===== src/shared/fswp_pkg.sv =====
// What this block does
// - One shared register address feeds both page select and sector lock.
// - Locked controller given code 5EH steers the next shared write to the lock.
// - Without that arming, shared-address writes land in page select.
// - Eight lock bits, bit x guards sector x, set means protected.
// - All lock bits are zero after reset.
// - A set lock bit cannot be cleared until the next reset.
// - Mid-size variant: upper four lock bits unimplemented, no effect.
// - Smallest variant: upper six lock bits unimplemented, no effect.
// - Unknown code or wrong order returns the controller to locked.
// - Page erase acts only on the page held in page select.
package fswp_pkg;

  // ----------------------------------------
  // Register map (index, byte address is 4x)
  // ----------------------------------------
  localparam int unsigned APB_AW = 16;
  localparam logic [11:0] CMD_IDX = 12'hFF8;
  localparam logic [11:0] SHARED_IDX = 12'hFF9;

  // ----------------------------------------
  // Command codes
  // ----------------------------------------
  localparam logic [7:0] CODE_UNLOCK1 = 8'h73;
  localparam logic [7:0] CODE_UNLOCK2 = 8'h8C;
  localparam logic [7:0] CODE_PAGE_ERASE = 8'h95;
  localparam logic [7:0] CODE_MASS_ERASE = 8'h63;
  localparam logic [7:0] CODE_LOCK_ACCESS = 8'h5E;

  // ----------------------------------------
  // Reset values and widths
  // ----------------------------------------
  localparam int unsigned SECTORS_MAX = 8;
  localparam logic [7:0] LOCK_RESET = 8'h00;
  localparam logic [7:0] PAGE_RESET = 8'h00;

  // ----------------------------------------
  // Status word fields (read at the command index)
  // ----------------------------------------
  localparam int unsigned STAT_STATE_LSB = 0;
  localparam int unsigned STAT_ARMED_BIT = 2;
  localparam int unsigned STAT_BLOCKED_BIT = 3;

  typedef enum logic [1:0] {
    FSWP_LOCKED,
    FSWP_FIRST,
    FSWP_OPEN
  } fswp_state_t;

  // Index to APB byte address
  function automatic logic [APB_AW-1:0] fswp_byte_addr(input logic [11:0] idx);
    return {2'b00, idx, 2'b00};
  endfunction

endpackage


===== src/hw/fswp_top.sv =====
// Local design decision: the APB register port.
`timescale 1ns/1ps
module fswp_top #(
  parameter int unsigned SECTORS = fswp_pkg::SECTORS_MAX,
  parameter int unsigned PAGE_W = 8,
  parameter int unsigned PAGE_SECT_SHIFT = 3
) (
  input wire logic pclk,
  input wire logic presetn,
  input wire logic psel,
  input wire logic penable,
  input wire logic pwrite,
  input wire logic [fswp_pkg::APB_AW-1:0] paddr,
  input wire logic [31:0] pwdata,
  input wire logic [3:0] pstrb,
  output logic [31:0] prdata,
  output logic pready,
  output logic pslverr,
  output logic [PAGE_W-1:0] page_select,
  output logic [7:0] sector_lock,
  output logic flash_unlocked,
  output logic erase_req,
  output logic [PAGE_W-1:0] erase_page
);
  import fswp_pkg::*;

  // ----------------------------------------
  // Address decode
  // ----------------------------------------

  // Shared by read and write paths
  function automatic logic addr_hit(input logic [APB_AW-1:0] a, input logic [11:0] idx);
    return a == fswp_byte_addr(idx);
  endfunction

  logic hit_cmd;
  logic hit_shared;
  logic hit_any;

  // Two mapped words, everything else is an error
  assign hit_cmd = addr_hit(paddr, CMD_IDX);
  assign hit_shared = addr_hit(paddr, SHARED_IDX);
  assign hit_any = hit_cmd | hit_shared;

  // ----------------------------------------
  // APB handshake
  // ----------------------------------------
  logic setup_ph;
  logic access_ph;
  logic wr_fire;
  logic rd_setup;

  // Zero wait states: every access completes in its first access cycle
  assign pready = 1'b1;
  assign setup_ph = psel & ~penable;
  assign access_ph = psel & penable;
  // Low byte lane carries every register
  assign wr_fire = access_ph & pwrite & hit_any & pstrb[0];
  assign rd_setup = setup_ph & ~pwrite;
  assign pslverr = access_ph & ~hit_any;

  // ----------------------------------------
  // Write steering
  // ----------------------------------------
  logic cmd_wr;
  logic shared_wr;
  logic lock_wr;
  logic page_wr;
  logic armed;
  logic erase_try;
  fswp_state_t cmd_state;

  assign cmd_wr = wr_fire & hit_cmd;
  assign shared_wr = wr_fire & hit_shared;
  // Exactly one target per shared write
  assign lock_wr = shared_wr & armed;
  assign page_wr = shared_wr & ~armed;

  // Command sequencer and arming flag
  fswp_cmd_seq u_seq (
    .pclk(pclk),
    .presetn(presetn),
    .cmd_wr(cmd_wr),
    .cmd_code(pwdata[7:0]),
    .shared_wr(shared_wr),
    .state(cmd_state),
    .armed(armed),
    .erase_try(erase_try)
  );

  // Sticky sector lock bits
  fswp_lock_reg #(
    .SECTORS(SECTORS)
  ) u_lock (
    .pclk(pclk),
    .presetn(presetn),
    .set_wr(lock_wr),
    .set_data(pwdata[7:0]),
    .lock(sector_lock)
  );

  // ----------------------------------------
  // Page select register
  // ----------------------------------------
  logic [PAGE_W-1:0] page_r;
  logic [PAGE_W-1:0] page_nxt;

  // Updated only when the shared write is not diverted
  always_comb begin
    page_nxt = page_r;
    if (page_wr) begin
      page_nxt = pwdata[PAGE_W-1:0];
    end
  end

  // Page select storage
  always_ff @(posedge pclk or negedge presetn) begin
    if (!presetn) begin
      page_r <= PAGE_RESET[PAGE_W-1:0];
    end else begin
      page_r <= page_nxt;
    end
  end

  assign page_select = page_r;

  // ----------------------------------------
  // Page erase issue
  // ----------------------------------------
  logic [2:0] page_sector;
  logic page_locked;
  logic erase_r;
  logic erase_nxt;
  logic [PAGE_W-1:0] epage_r;
  logic [PAGE_W-1:0] epage_nxt;
  logic blocked_r;
  logic blocked_nxt;

  // Sector that holds the selected page
  assign page_sector = 3'(page_r >> PAGE_SECT_SHIFT);
  assign page_locked = sector_lock[page_sector];

  // A protected sector refuses the erase; the refusal is kept for status
  always_comb begin
    erase_nxt = 1'b0;
    epage_nxt = epage_r;
    blocked_nxt = blocked_r;
    if (erase_try) begin
      blocked_nxt = page_locked;
      if (!page_locked) begin
        erase_nxt = 1'b1;
        epage_nxt = page_r;
      end
    end
  end

  // Erase pulse and its page
  always_ff @(posedge pclk or negedge presetn) begin
    if (!presetn) begin
      erase_r <= 1'b0;
      epage_r <= PAGE_RESET[PAGE_W-1:0];
      blocked_r <= 1'b0;
    end else begin
      erase_r <= erase_nxt;
      epage_r <= epage_nxt;
      blocked_r <= blocked_nxt;
    end
  end

  assign erase_req = erase_r;
  assign erase_page = epage_r;
  assign flash_unlocked = (cmd_state == FSWP_OPEN);

  // ----------------------------------------
  // Read data
  // ----------------------------------------
  logic [31:0] rdata_r;
  logic [31:0] rdata_nxt;
  logic [7:0] status_word;

  // Controller state, arming and last erase refusal
  always_comb begin
    status_word = 8'h00;
    status_word[STAT_STATE_LSB +: 2] = cmd_state;
    status_word[STAT_ARMED_BIT] = armed;
    status_word[STAT_BLOCKED_BIT] = blocked_r;
  end

  // Captured in setup so the access phase returns a stable flop value;
  // the shared word reads back whichever register a write would reach
  always_comb begin
    rdata_nxt = rdata_r;
    if (rd_setup) begin
      rdata_nxt = 32'h0000_0000;
      if (hit_cmd) begin
        rdata_nxt[7:0] = status_word;
      end else if (hit_shared && armed) begin
        rdata_nxt[7:0] = sector_lock;
      end else if (hit_shared) begin
        rdata_nxt[PAGE_W-1:0] = page_r;
      end
    end
  end

  // Read data holding register
  always_ff @(posedge pclk or negedge presetn) begin
    if (!presetn) begin
      rdata_r <= 32'h0000_0000;
    end else begin
      rdata_r <= rdata_nxt;
    end
  end

  assign prdata = rdata_r;

endmodule // fswp_top


===== src/hw/fswp_lock_reg.sv =====
`timescale 1ns/1ps
module fswp_lock_reg #(
  parameter int unsigned SECTORS = fswp_pkg::SECTORS_MAX
) (
  input wire logic pclk,
  input wire logic presetn,
  input wire logic set_wr,
  input wire logic [7:0] set_data,
  output logic [7:0] lock
);
  import fswp_pkg::*;

  // ----------------------------------------
  // One sticky bit per implemented sector
  // ----------------------------------------
  genvar i;
  generate
    for (i = 0; i < 8; i++) begin : g_bit
      if (i < SECTORS) begin : g_impl
        logic bit_r;
        logic bit_nxt;
        // Only ever sets; a zero write is ignored
        always_comb begin
          bit_nxt = bit_r | (set_wr & set_data[i]);
        end
        // Cleared only by reset
        always_ff @(posedge pclk or negedge presetn) begin
          if (!presetn) begin
            bit_r <= LOCK_RESET[i];
          end else begin
            bit_r <= bit_nxt;
          end
        end
        assign lock[i] = bit_r;
      end else begin : g_none
        // Absent sector in small parts
        assign lock[i] = 1'b0;
      end
    end
  endgenerate

endmodule // fswp_lock_reg


===== src/hw/fswp_cmd_seq.sv =====
`timescale 1ns/1ps
module fswp_cmd_seq (
  input wire logic pclk,
  input wire logic presetn,
  input wire logic cmd_wr,
  input wire logic [7:0] cmd_code,
  input wire logic shared_wr,
  output fswp_pkg::fswp_state_t state,
  output logic armed,
  output logic erase_try
);
  import fswp_pkg::*;

  fswp_state_t state_r;
  fswp_state_t state_nxt;
  logic armed_r;
  logic armed_nxt;

  // ----------------------------------------
  // Unlock sequence and lock-access arming
  // ----------------------------------------
  always_comb begin
    state_nxt = state_r;
    armed_nxt = armed_r;
    erase_try = 1'b0;
    if (cmd_wr) begin
      state_nxt = FSWP_LOCKED;
      armed_nxt = 1'b0;
      unique case (state_r)
        FSWP_LOCKED: begin
          if (cmd_code == CODE_UNLOCK1) begin
            state_nxt = FSWP_FIRST;
          end else if (cmd_code == CODE_LOCK_ACCESS) begin
            armed_nxt = 1'b1;
          end
        end
        FSWP_FIRST: begin
          if (cmd_code == CODE_UNLOCK2) begin
            state_nxt = FSWP_OPEN;
          end
        end
        FSWP_OPEN: begin
          // Mass erase is debugger-only, so it falls to locked
          if (cmd_code == CODE_PAGE_ERASE) begin
            erase_try = 1'b1;
          end
        end
      endcase
    end else if (shared_wr) begin
      armed_nxt = 1'b0;
    end
  end

  // State registers
  always_ff @(posedge pclk or negedge presetn) begin
    if (!presetn) begin
      state_r <= FSWP_LOCKED;
      armed_r <= 1'b0;
    end else begin
      state_r <= state_nxt;
      armed_r <= armed_nxt;
    end
  end

  assign state = state_r;
  assign armed = armed_r;

endmodule // fswp_cmd_seq


===== config.mk =====
export PLATFORM = sky130hd
export DESIGN_NAME = fswp_top
export DESIGN_NICKNAME = d
export VERILOG_FILES = /design/src/shared/fswp_pkg.sv /design/src/hw/fswp_top.sv /design/src/hw/fswp_lock_reg.sv /design/src/hw/fswp_cmd_seq.sv
export SDC_FILE = /design/constraint.sdc
export NUM_CORES = 1
export LEC_CHECK = 0
export ABC_AREA = 0
export ABC_CLOCK_PERIOD_IN_PS = 2100
export BUFFER_PORTS_ARGS = -buffer_cell sky130_fd_sc_hd__buf_2
export CAP_MARGIN = 20
export CORE_MARGIN = 2
export CORE_UTILIZATION = 40
export CTS_CLUSTER_DIAMETER = 80
export DETAILED_ROUTE_END_ITERATION = 6
export GPL_ROUTABILITY_DRIVEN = 0
export GPL_TIMING_DRIVEN = 1
export PLACE_DENSITY = 0.74
export SYNTH_ARGS = -nofsm -noshare
export SYNTH_HDL_FRONTEND = slang
export SYNTH_SLANG_ARGS = --single-unit

===== constraint.sdc =====
create_clock -name pclk -period 2.1 [get_ports pclk]
set_input_delay 0.21 -clock pclk [delete_from_list [all_inputs] [get_ports pclk]]
set_output_delay 0.21 -clock pclk [all_outputs]
set_load 0.02 [all_outputs]

==> results.json, run 1 <==
{
  "status": "complete, no violations",
  "rsz0062_at_grt": "false",
  "setup_viol": 0,
  "ys_top_cells_by_count": "dfrtp_1, buf_4, mux2_2",
  "worst_ep_arrival_time_ns": 1.82,
  "worst_path_most_repeated_cell": "buf_2",
  "cts_tree": "done",
  "yosysMostFrequentCell": "dfrtp_1",
  "core_sq_um": 5040,
  "crit_path_max_fanout": 7,
  "path_delay_family": "simple AND/OR/NAND/NOR gates",
  "drt_wl_total_mm": 4.45,
  "min_period_ns": 2.03,
  "synth_warnings": 0,
  "syn_avg_cell_area_sq_um": 11.1,
  "nFillCells": 473,
  "worstReg2RegEnd": "erase_page[4]",
  "worst_path_max_delay_cell": "or4_4",
  "reg2reg_from": "page_select[3]",
  "dieArea_sq_um": 5740,
  "fin_skew_ns": 0.00487,
  "max-slew-margin-rel_pct": 47.4,
  "fin_crit_sh_pct": 96.4,
  "cts_resized": 0,
  "fin_ws_ns": 0.0746,
  "overflow": 0,
  "ys_types": 35,
  "maxCapViolCount": 0,
  "cts_buffers": 5,
  "cts_hold_buffers": 0,
  "synth_top_cell_area_share_pct": 44.9,
  "start_util_pct": 40.9,
  "grt_pass1_vias": 1478,
  "rows": 26,
  "postRouteAntennaNets": 0,
  "synth-seq-area-share_pct": 44.9,
  "crit_start": "paddr[4]",
  "cp_cell_sequence": "buf_2 > or4bb_1 > or4_4 > and3_2 > buf_2",
  "portBuffers": 64,
  "cts.sinks": 37,
  "die_w_microns": 75.8,
  "path_buf_inv": 2,
  "max_freq_mhz": 494,
  "drt_iter0_markers": 39,
  "cts_setup_buffers": 0,
  "clock-root-buffer": "clkbuf_8",
  "crit_cells": 5,
  "hp-class": "input pin to asynchronous set/reset pin",
  "multi_input_area_sq_um": 943,
  "setup_tns_ns": 0,
  "n_antenna_cell": 0,
  "peakVddDrop_mv": 0.403,
  "dieHeight_microns": 75.8,
  "grt_util_all_layers_pct": 16.4,
  "grt_pass1_wl_mm": 6.99,
  "cts_max_level": 2,
  "start_kind": "input pin",
  "ios": 117,
  "synth_area_leaders": "dfrtp_1, buf_4, mux2_2, mux2i_1, a21o_1",
  "critPathCapture": "pslverr",
  "end_kind": "output pin",
  "drc": 0,
  "r2r_cells": 5,
  "cts_max_path_buffers": 2,
  "final_max_slew_viol_count": 0,
  "worst_pin_slew_ns": 0.789,
  "routed_via_density": 4.88,
  "dr.pass1.iters": 4,
  "dr_total_vias": 1591,
  "drive_above_1_share_pct": 43.0,
  "powerDensity_nw_per_um2": 581,
  "place_ws_ns": -0.0247,
  "clk_pin_slew_ns": 0.07,
  "synth.cell_area_sq_um": 2060,
  "wl_per_cell_microns": 13.6,
  "max_stage_delay_ns": 0.62,
  "clk_latency_ns": 0.28,
  "ff_latch_area_sq_um": 926,
  "critPathKind": "input pin to output pin",
  "synth-edff-count": 0,
  "p_leak_nw": 1.39,
  "synthFlopType": "dfrtp_1",
  "dp_hpwl_mm": 3.58,
  "synth_top_area_cell": "dfrtp_1",
  "grt_max_degree": 38,
  "synthArstFlopShare_pct": 100,
  "nets": 312,
  "hold_viol_final": 0,
  "antenna_found_initial": 0,
  "cp.required_ns": 1.89,
  "synthToLayoutAreaGrowth_pct": 21.3,
  "reg2reg_slack_ns": 0.13,
  "syn_inst": 185,
  "ys_ff_latch": 37
}
==> registers in the layout (all words and copies together), names as in the netlist <==
register / count
blocked_r: 1
u_seq.armed: 1
u_seq.state: 2
prdata: 8
u_lock.g_bit.g_impl.bit_r: 8
erase_req: 1
erase_page: 8
page_select: 8
==> per-stage QoR <==
step | cell area [sq um] | cells | power [W] | hold WS [ns] | util (%)
global route | 2500 | 326 | 0.00152 | 0.0656 | 49.6
global placement | 2380 | 318 | 0.000844 | 0.339 | 47.2
finish | 2500 | 326 | 0.00145 | 0.00476 | 49.6
CTS | 2500 | 326 | 0.00146 | 0.0330 | 49.6
detailed placement | 2380 | 318 | 0.000845 | 0.342 | 47.2
floorplan | 2150 | 208 | 0.000823 | -0.0856 | -
==> layer usage <==
metal	track usage [%]	wire length [microns]	part of all wire [%]
met4	6.24	72	1.6
met1	21.0	1810	41
met3	4.37	369	8.3
met2	26.6	2190	49
met5	0	0	0
==> logic make-up after synthesis <==
kind of cell	Yosys count	synth area share (%)
and+or+nand+nor	54	18.0
buffers and inverters	39	13.5
DFF	37	44.9
AOI/OAI and AO/OA	28	8.86
muxes	25	14.3
other	2	0.364
==> final cells by class <==
cell class                 instances  area share [%]
inverter                           2           0.300
clock inverter                     1            1.20
sequential                        37            37.1
tap                               70            3.51
timing repair buffer              77            16.7
clock buffer                       7            3.46
multi-input combinational        132            37.8
==> where the power goes <==
part,internal [W],switching (W)
Combinational,0.0000313,0.0000880
Clock,0.000387,0.000234
Sequential,0.000712,0.00000000964
==> worst min-delay path by stage <==
| stage | startpoint | to | cells past startpoint |
|---|---|---|---|
| CTS | presetn | erase_page[4] | 1 |
| global placement | presetn | erase_page[4] | 1 |
| detailed placement | presetn | erase_page[4] | 1 |
| floorplan | presetn | blocked_r | 0 |
| global route | presetn | erase_page[4] | 1 |
| finish | presetn | erase_page[4] | 1 |
==> layout by cell type (no fill, tap or decap), types with 3 or more instances in the layout <==
cell type,n
o31ai_1,4
a21oi_1,4
nand2_1,9
and4_1,3
buf_2,64
nand4_1,5
a21o_1,9
nand4b_1,4
nand3_1,5
mux2_2,16
dfrtp_1,37
buf_4,13
nor2_1,9
nor2b_1,3
conb_1,25
o21ai_0,10
clkbuf_8,6
mux2i_1,7
(Power assumes the default switching activity.)
==> inputs of run 2 (changes only) <==
Settings changed: RECOVER_POWER set to 25.
==> run 2 against run 1 <==
Net effect:
- count of clock-buffer cells in the layout is the same
- total power barely moved
- critical path depth did not move
- global-route usage unchanged
- first-iteration DRC count did not move
- sequential cell count stayed put
- hold slack gained 0.17 ns
- clock skew stayed put
- sequential share of layout area hardly changed
- setup slack did not move
- the flow now finishes with violations (max-capacitance violations, max-slew violations)
- largest cell class unchanged
- largest power group unchanged
- register-to-register slack about the same
- fmax is the same
==> results.json, run 2 (same netlist as run 1, synthesis figures left out) <==
{
  "cts_resized": 0,
  "grt_pass1_vias": 1478,
  "p_leak_nw": 1.39,
  "r2r_cells": 5,
  "crit_path_max_fanout": 7,
  "fin_ws_ns": 0.0746,
  "clk_pin_slew_ns": 0.07,
  "n_antenna_cell": 0,
  "min_to": "u_lock.g_bit[0].g_impl.bit_r",
  "core_sq_um": 5040,
  "finalInstanceArea_sq_um": 2500,
  "drc": 0,
  "synthToLayoutAreaGrowth_pct": 21.2,
  "clk_latency_ns": 0.28,
  "max_stage_delay_ns": 0.62,
  "fin_util_pct": 49.5,
  "rsz0062_at_grt": "false",
  "final_max_slew_viol_count": 38,
  "fin_crit_sh_pct": 96.4,
  "dieArea_sq_um": 5740,
  "p_sw_share_pct": 22.2,
  "postRouteAntennaNets": 0,
  "reg2reg_from": "page_select[3]",
  "crit_cells": 5,
  "critPathKind": "input pin to output pin",
  "placed_area_sq_um": 2380,
  "drt_iter0_markers": 39,
  "nets": 312,
  "violations": "max-capacitance violations, max-slew violations",
  "wl_per_cell_microns": 13.6,
  "fin_skew_ns": 0.00487,
  "grt_pass1_wl_mm": 6.99,
  "cp_cell_sequence": "buf_2 > or4bb_1 > or4_4 > and3_2 > buf_2",
  "hold_viol_final": 0,
  "placedCellCount": 318,
  "peakVddDrop_mv": 0.403,
  "antenna_found_initial": 0,
  "portBuffers": 64,
  "end_kind": "output pin",
  "switching_power_w": 0.000322,
  "start_util_pct": 40.9,
  "die_w_microns": 75.8,
  "drive_above_1_share_pct": 42.6,
  "cts_max_level": 2,
  "setup_viol": 0,
  "cts.sinks": 37,
  "cts_max_path_buffers": 2,
  "dieHeight_microns": 75.8,
  "final_common_cell": "buf_2",
  "final_cells": 326,
  "worstReg2RegEnd": "erase_page[4]",
  "reg2reg_slack_ns": 0.13,
  "overflow": 0,
  "worst_path_max_delay_cell": "or4_4",
  "min_period_ns": 2.03,
  "final_cell_mix": "buf_2, dfrtp_1, conb_1",
  "drt_wl_total_mm": 4.44,
  "cts_buffers": 5,
  "path_buf_inv": 2,
  "dr.pass1.iters": 4,
  "cts_tree": "done",
  "hp-class": "input pin to register",
  "max_freq_mhz": 494,
  "clockPowerShare_pct": 42.8,
  "dr_total_vias": 1591,
  "worstHoldStart": "pwdata[0]",
  "powerDensity_nw_per_um2": 582,
  "holdPathStages": 2,
  "maxCapViolCount": 1,
  "p_seq_share_pct": 49.1,
  "grt_max_degree": 38,
  "place_ws_ns": -0.0247,
  "path_delay_family": "simple AND/OR/NAND/NOR gates",
  "routed_via_density": 4.88,
  "max-slew-margin-rel_pct": -25.7,
  "worst_path_most_repeated_cell": "buf_2",
  "worst_ep_arrival_time_ns": 1.82,
  "cp.required_ns": 1.89,
  "start_kind": "input pin",
  "cts_hold_buffers": 0,
  "cts_setup_buffers": 0,
  "intPower_w": 0.00113,
  "p_comb_share_pct": 8.2,
  "clock-root-buffer": "clkbuf_8",
  "worst_pin_slew_ns": 1.89,
  "dp_hpwl_mm": 3.58,
  "rows": 26,
  "status": "complete, but fails checks",
  "hold_ws_ns": 0.173,
  "grt_util_all_layers_pct": 16.4,
  "ios": 117
}
run 2: changes by cell type in the layout (fill, tap and decap cells not counted), sizes merged:
cell    previous run  this run
buf               77        76
clkbuf             7         8
run 2: layout make-up:
cell class                      instances  area (sq um)
Clock buffer                            7          86.3
Fill cell                             474          2540
Timing Repair Buffer                   77           417
Multi-Input combinational cell        132           943
Inverter                                2          7.51
Sequential cell                        37           926
Tap cell                               70          87.6
Clock inverter                          1          30.0
run 2: worst max path at each step:
stage	startpoint	endpoint	slack (ns)
6_report	paddr[4]	pslverr	0.07
2_1_floorplan	paddr[1]	u_lock.g_bit[0].g_impl.bit_r	0.10
4_1_cts	paddr[1]	pslverr	0.02
5_1_grt	page_select[3]	erase_page[4]	0.002
3_5_place_dp	paddr[1]	u_lock.g_bit[7].g_impl.bit_r	-0.02
3_3_place_gp	paddr[1]	u_lock.g_bit[7].g_impl.bit_r	0.02
run 2: through the flow:
stage / power (W) / setup TNS [ns]
floorplan: 0.000823 / 0
global placement: 0.000844 / 0
detailed placement: 0.000845 / -0.121
CTS: 0.00146 / 0
global route: 0.00152 / 0
finish: 0.00145 / 0
run 2: power groups by stage:
stage	registers [W]	logic [W]	clock network, W
global route	0.000712	0.000133	0.000671
finish	0.000713	0.000119	0.000621
detailed placement	0.000726	0.000119	0
CTS	0.000712	0.000120	0.000631
floorplan	0.000726	0.0000970	0
global placement	0.000726	0.000118	0
run 2: layer usage:
layer / global-route usage (%) / share of wire, % / wire length, microns
met2: 26.6 / 49 / 2190
met1: 21.0 / 41 / 1810
met4: 6.24 / 1.6 / 72
met5: 0 / 0 / 0
met3: 4.37 / 8.3 / 369
==> inputs of run 3 (changes only) <==
Settings changed: CORE_UTILIZATION 40 to 44, PLACE_DENSITY 0.74 to 0.8.
==> run 3 against run 2 <==
Net effect:
- the flow still finishes with violations (max-capacitance violations, max-slew violations)
- die area decreased by 8.6%
- total power is 8.5% lower
- clock skew increased by 0.0014 ns
- sequential cell count unchanged
- setup slack worse by 0.045 ns
- highest routed layer unchanged
- sequential power about the same
- critical path depth unchanged
==> results.json, run 3 (same netlist as run 1, synthesis figures left out) <==
{
  "nets": 310,
  "maxCapViolCount": 1,
  "reg2reg_from": "page_select[3]",
  "grt_pass1_wl_mm": 7.27,
  "min_period_ns": 2.07,
  "grt_max_degree": 38,
  "crit_path_max_fanout": 7,
  "cts_max_level": 2,
  "cp.required_ns": 1.89,
  "setup_tns_ns": 0,
  "cts_max_path_buffers": 2,
  "cts_tree": "done",
  "peakVddDrop_mv": 0.444,
  "worstHoldStart": "pwdata[0]",
  "antenna_found_initial": 0,
  "clock-root-buffer": "clkbuf_8",
  "grt_util_all_layers_pct": 18.1,
  "clk_latency_ns": 0.29,
  "cp_cell_sequence": "buf_2 > or4b_4 > or4_4 > and3_2 > buf_2",
  "core_sq_um": 4440,
  "path_delay_family": "simple AND/OR/NAND/NOR gates",
  "final_common_cell": "buf_2",
  "cts.sinks": 37,
  "drive_above_1_share_pct": 42.3,
  "overflow": 0,
  "cts_buffers": 5,
  "dieHeight_microns": 72.4,
  "portBuffers": 64,
  "cts_setup_buffers": 0,
  "fin_ws_ns": 0.0300,
  "n_antenna_cell": 0,
  "max-slew-margin-rel_pct": -28.0,
  "fin_skew_ns": 0.00626,
  "dp_hpwl_mm": 3.53,
  "routed_via_density": 5.27,
  "start_kind": "input pin",
  "end_kind": "output pin",
  "drt_wl_total_mm": 4.46,
  "worst_pin_slew_ns": 1.92,
  "drt_iter0_markers": 57,
  "rsz0062_at_grt": "false",
  "worst_path_most_repeated_cell": "buf_2",
  "clk_pin_slew_ns": 0.06,
  "critPathKind": "input pin to output pin",
  "worst_path_max_delay_cell": "or4_4",
  "synthToLayoutAreaGrowth_pct": 18.1,
  "max_freq_mhz": 483,
  "ios": 117,
  "start_util_pct": 46.4,
  "hold_ws_ns": 0.171,
  "cts_hold_buffers": 0,
  "die_w_microns": 72.4,
  "p_leak_nw": 1.36,
  "rows": 24,
  "final_cell_mix": "buf_2, dfrtp_1, conb_1",
  "dieArea_sq_um": 5250,
  "dr.pass1.iters": 4,
  "violations": "max-capacitance violations, max-slew violations",
  "place_ws_ns": -0.00958,
  "hold_viol_final": 0,
  "drc": 0,
  "fin_util_pct": 54.8,
  "powerDensity_nw_per_um2": 546,
  "wl_per_cell_microns": 14.6,
  "postRouteAntennaNets": 0,
  "fin_crit_sh_pct": 98.6,
  "crit_start": "paddr[1]",
  "hp-class": "input pin to register",
  "path_buf_inv": 2,
  "grt_pass1_vias": 1538,
  "dr_total_vias": 1608,
  "status": "complete, but fails checks",
  "cts_resized": 0,
  "max_stage_delay_ns": 0.62,
  "worst_ep_arrival_time_ns": 1.86,
  "setup_viol": 0,
  "final_max_slew_viol_count": 38
}
## run 3: cell count changes in the layout (fill, tap and decap cells not counted), sizes merged
cell,previous run,this run
buf,76,74
bufinv,1,0
clkbuf,8,7
clkinvlp,0,1
## run 3: cell type report
cell class                 count  area [sq um]
clock buffer                   6          82.6
clock inverter                 1          7.51
fill                         389          2010
inverter                       2          7.51
multi-input combinational    132           943
sequential                    37           926
tap                           52          65.1
timing repair buffer          75           402
## run 3: power breakdown
part,internal [W],switching [W]
registers,0.000712,0.00000000963
logic,0.0000309,0.0000885
clock network,0.000259,0.000239
total,0.00100,0.000327
## run 3: worst paths after layout
| check | slack (ns) | cells past startpoint | endpoint |
|---|---|---|---|
| max reg2reg | 0.18 | 5 | erase_page[6] |
| min in group asynchronous | 0.45 | 1 | erase_page[4] |
| min | 0.17 | 2 | u_lock.g_bit[0].g_impl.bit_r |
| min reg2reg | 0.48 | 2 | prdata[6] |
| max in group asynchronous | 0.55 | 1 | erase_page[0] |
| max | 0.03 | 5 | pslverr |
## run 3: per-layer routing
| metal | up-vias | GRT usage, % | routed length, microns |
|---|---|---|---|
| met5 | - | 0 | 0 |
| li1 | 753 | - | - |
| met4 | 0 | 6.79 | 62 |
| met1 | 773 | 23.9 | 1960 |
| met2 | 76 | 28.7 | 2130 |
| met3 | 6 | 4.86 | 310 |
## run 3: metrics by stage
stage / total power (W) / instances / area (sq um)
3_3_place_gp: 0.000843 / 298 / 2340
6_report: 0.00133 / 305 / 2430
3_5_place_dp: 0.000845 / 298 / 2340
2_1_floorplan: 0.000823 / 208 / 2150
4_1_cts: 0.00135 / 305 / 2430
5_1_grt: 0.00139 / 305 / 2430
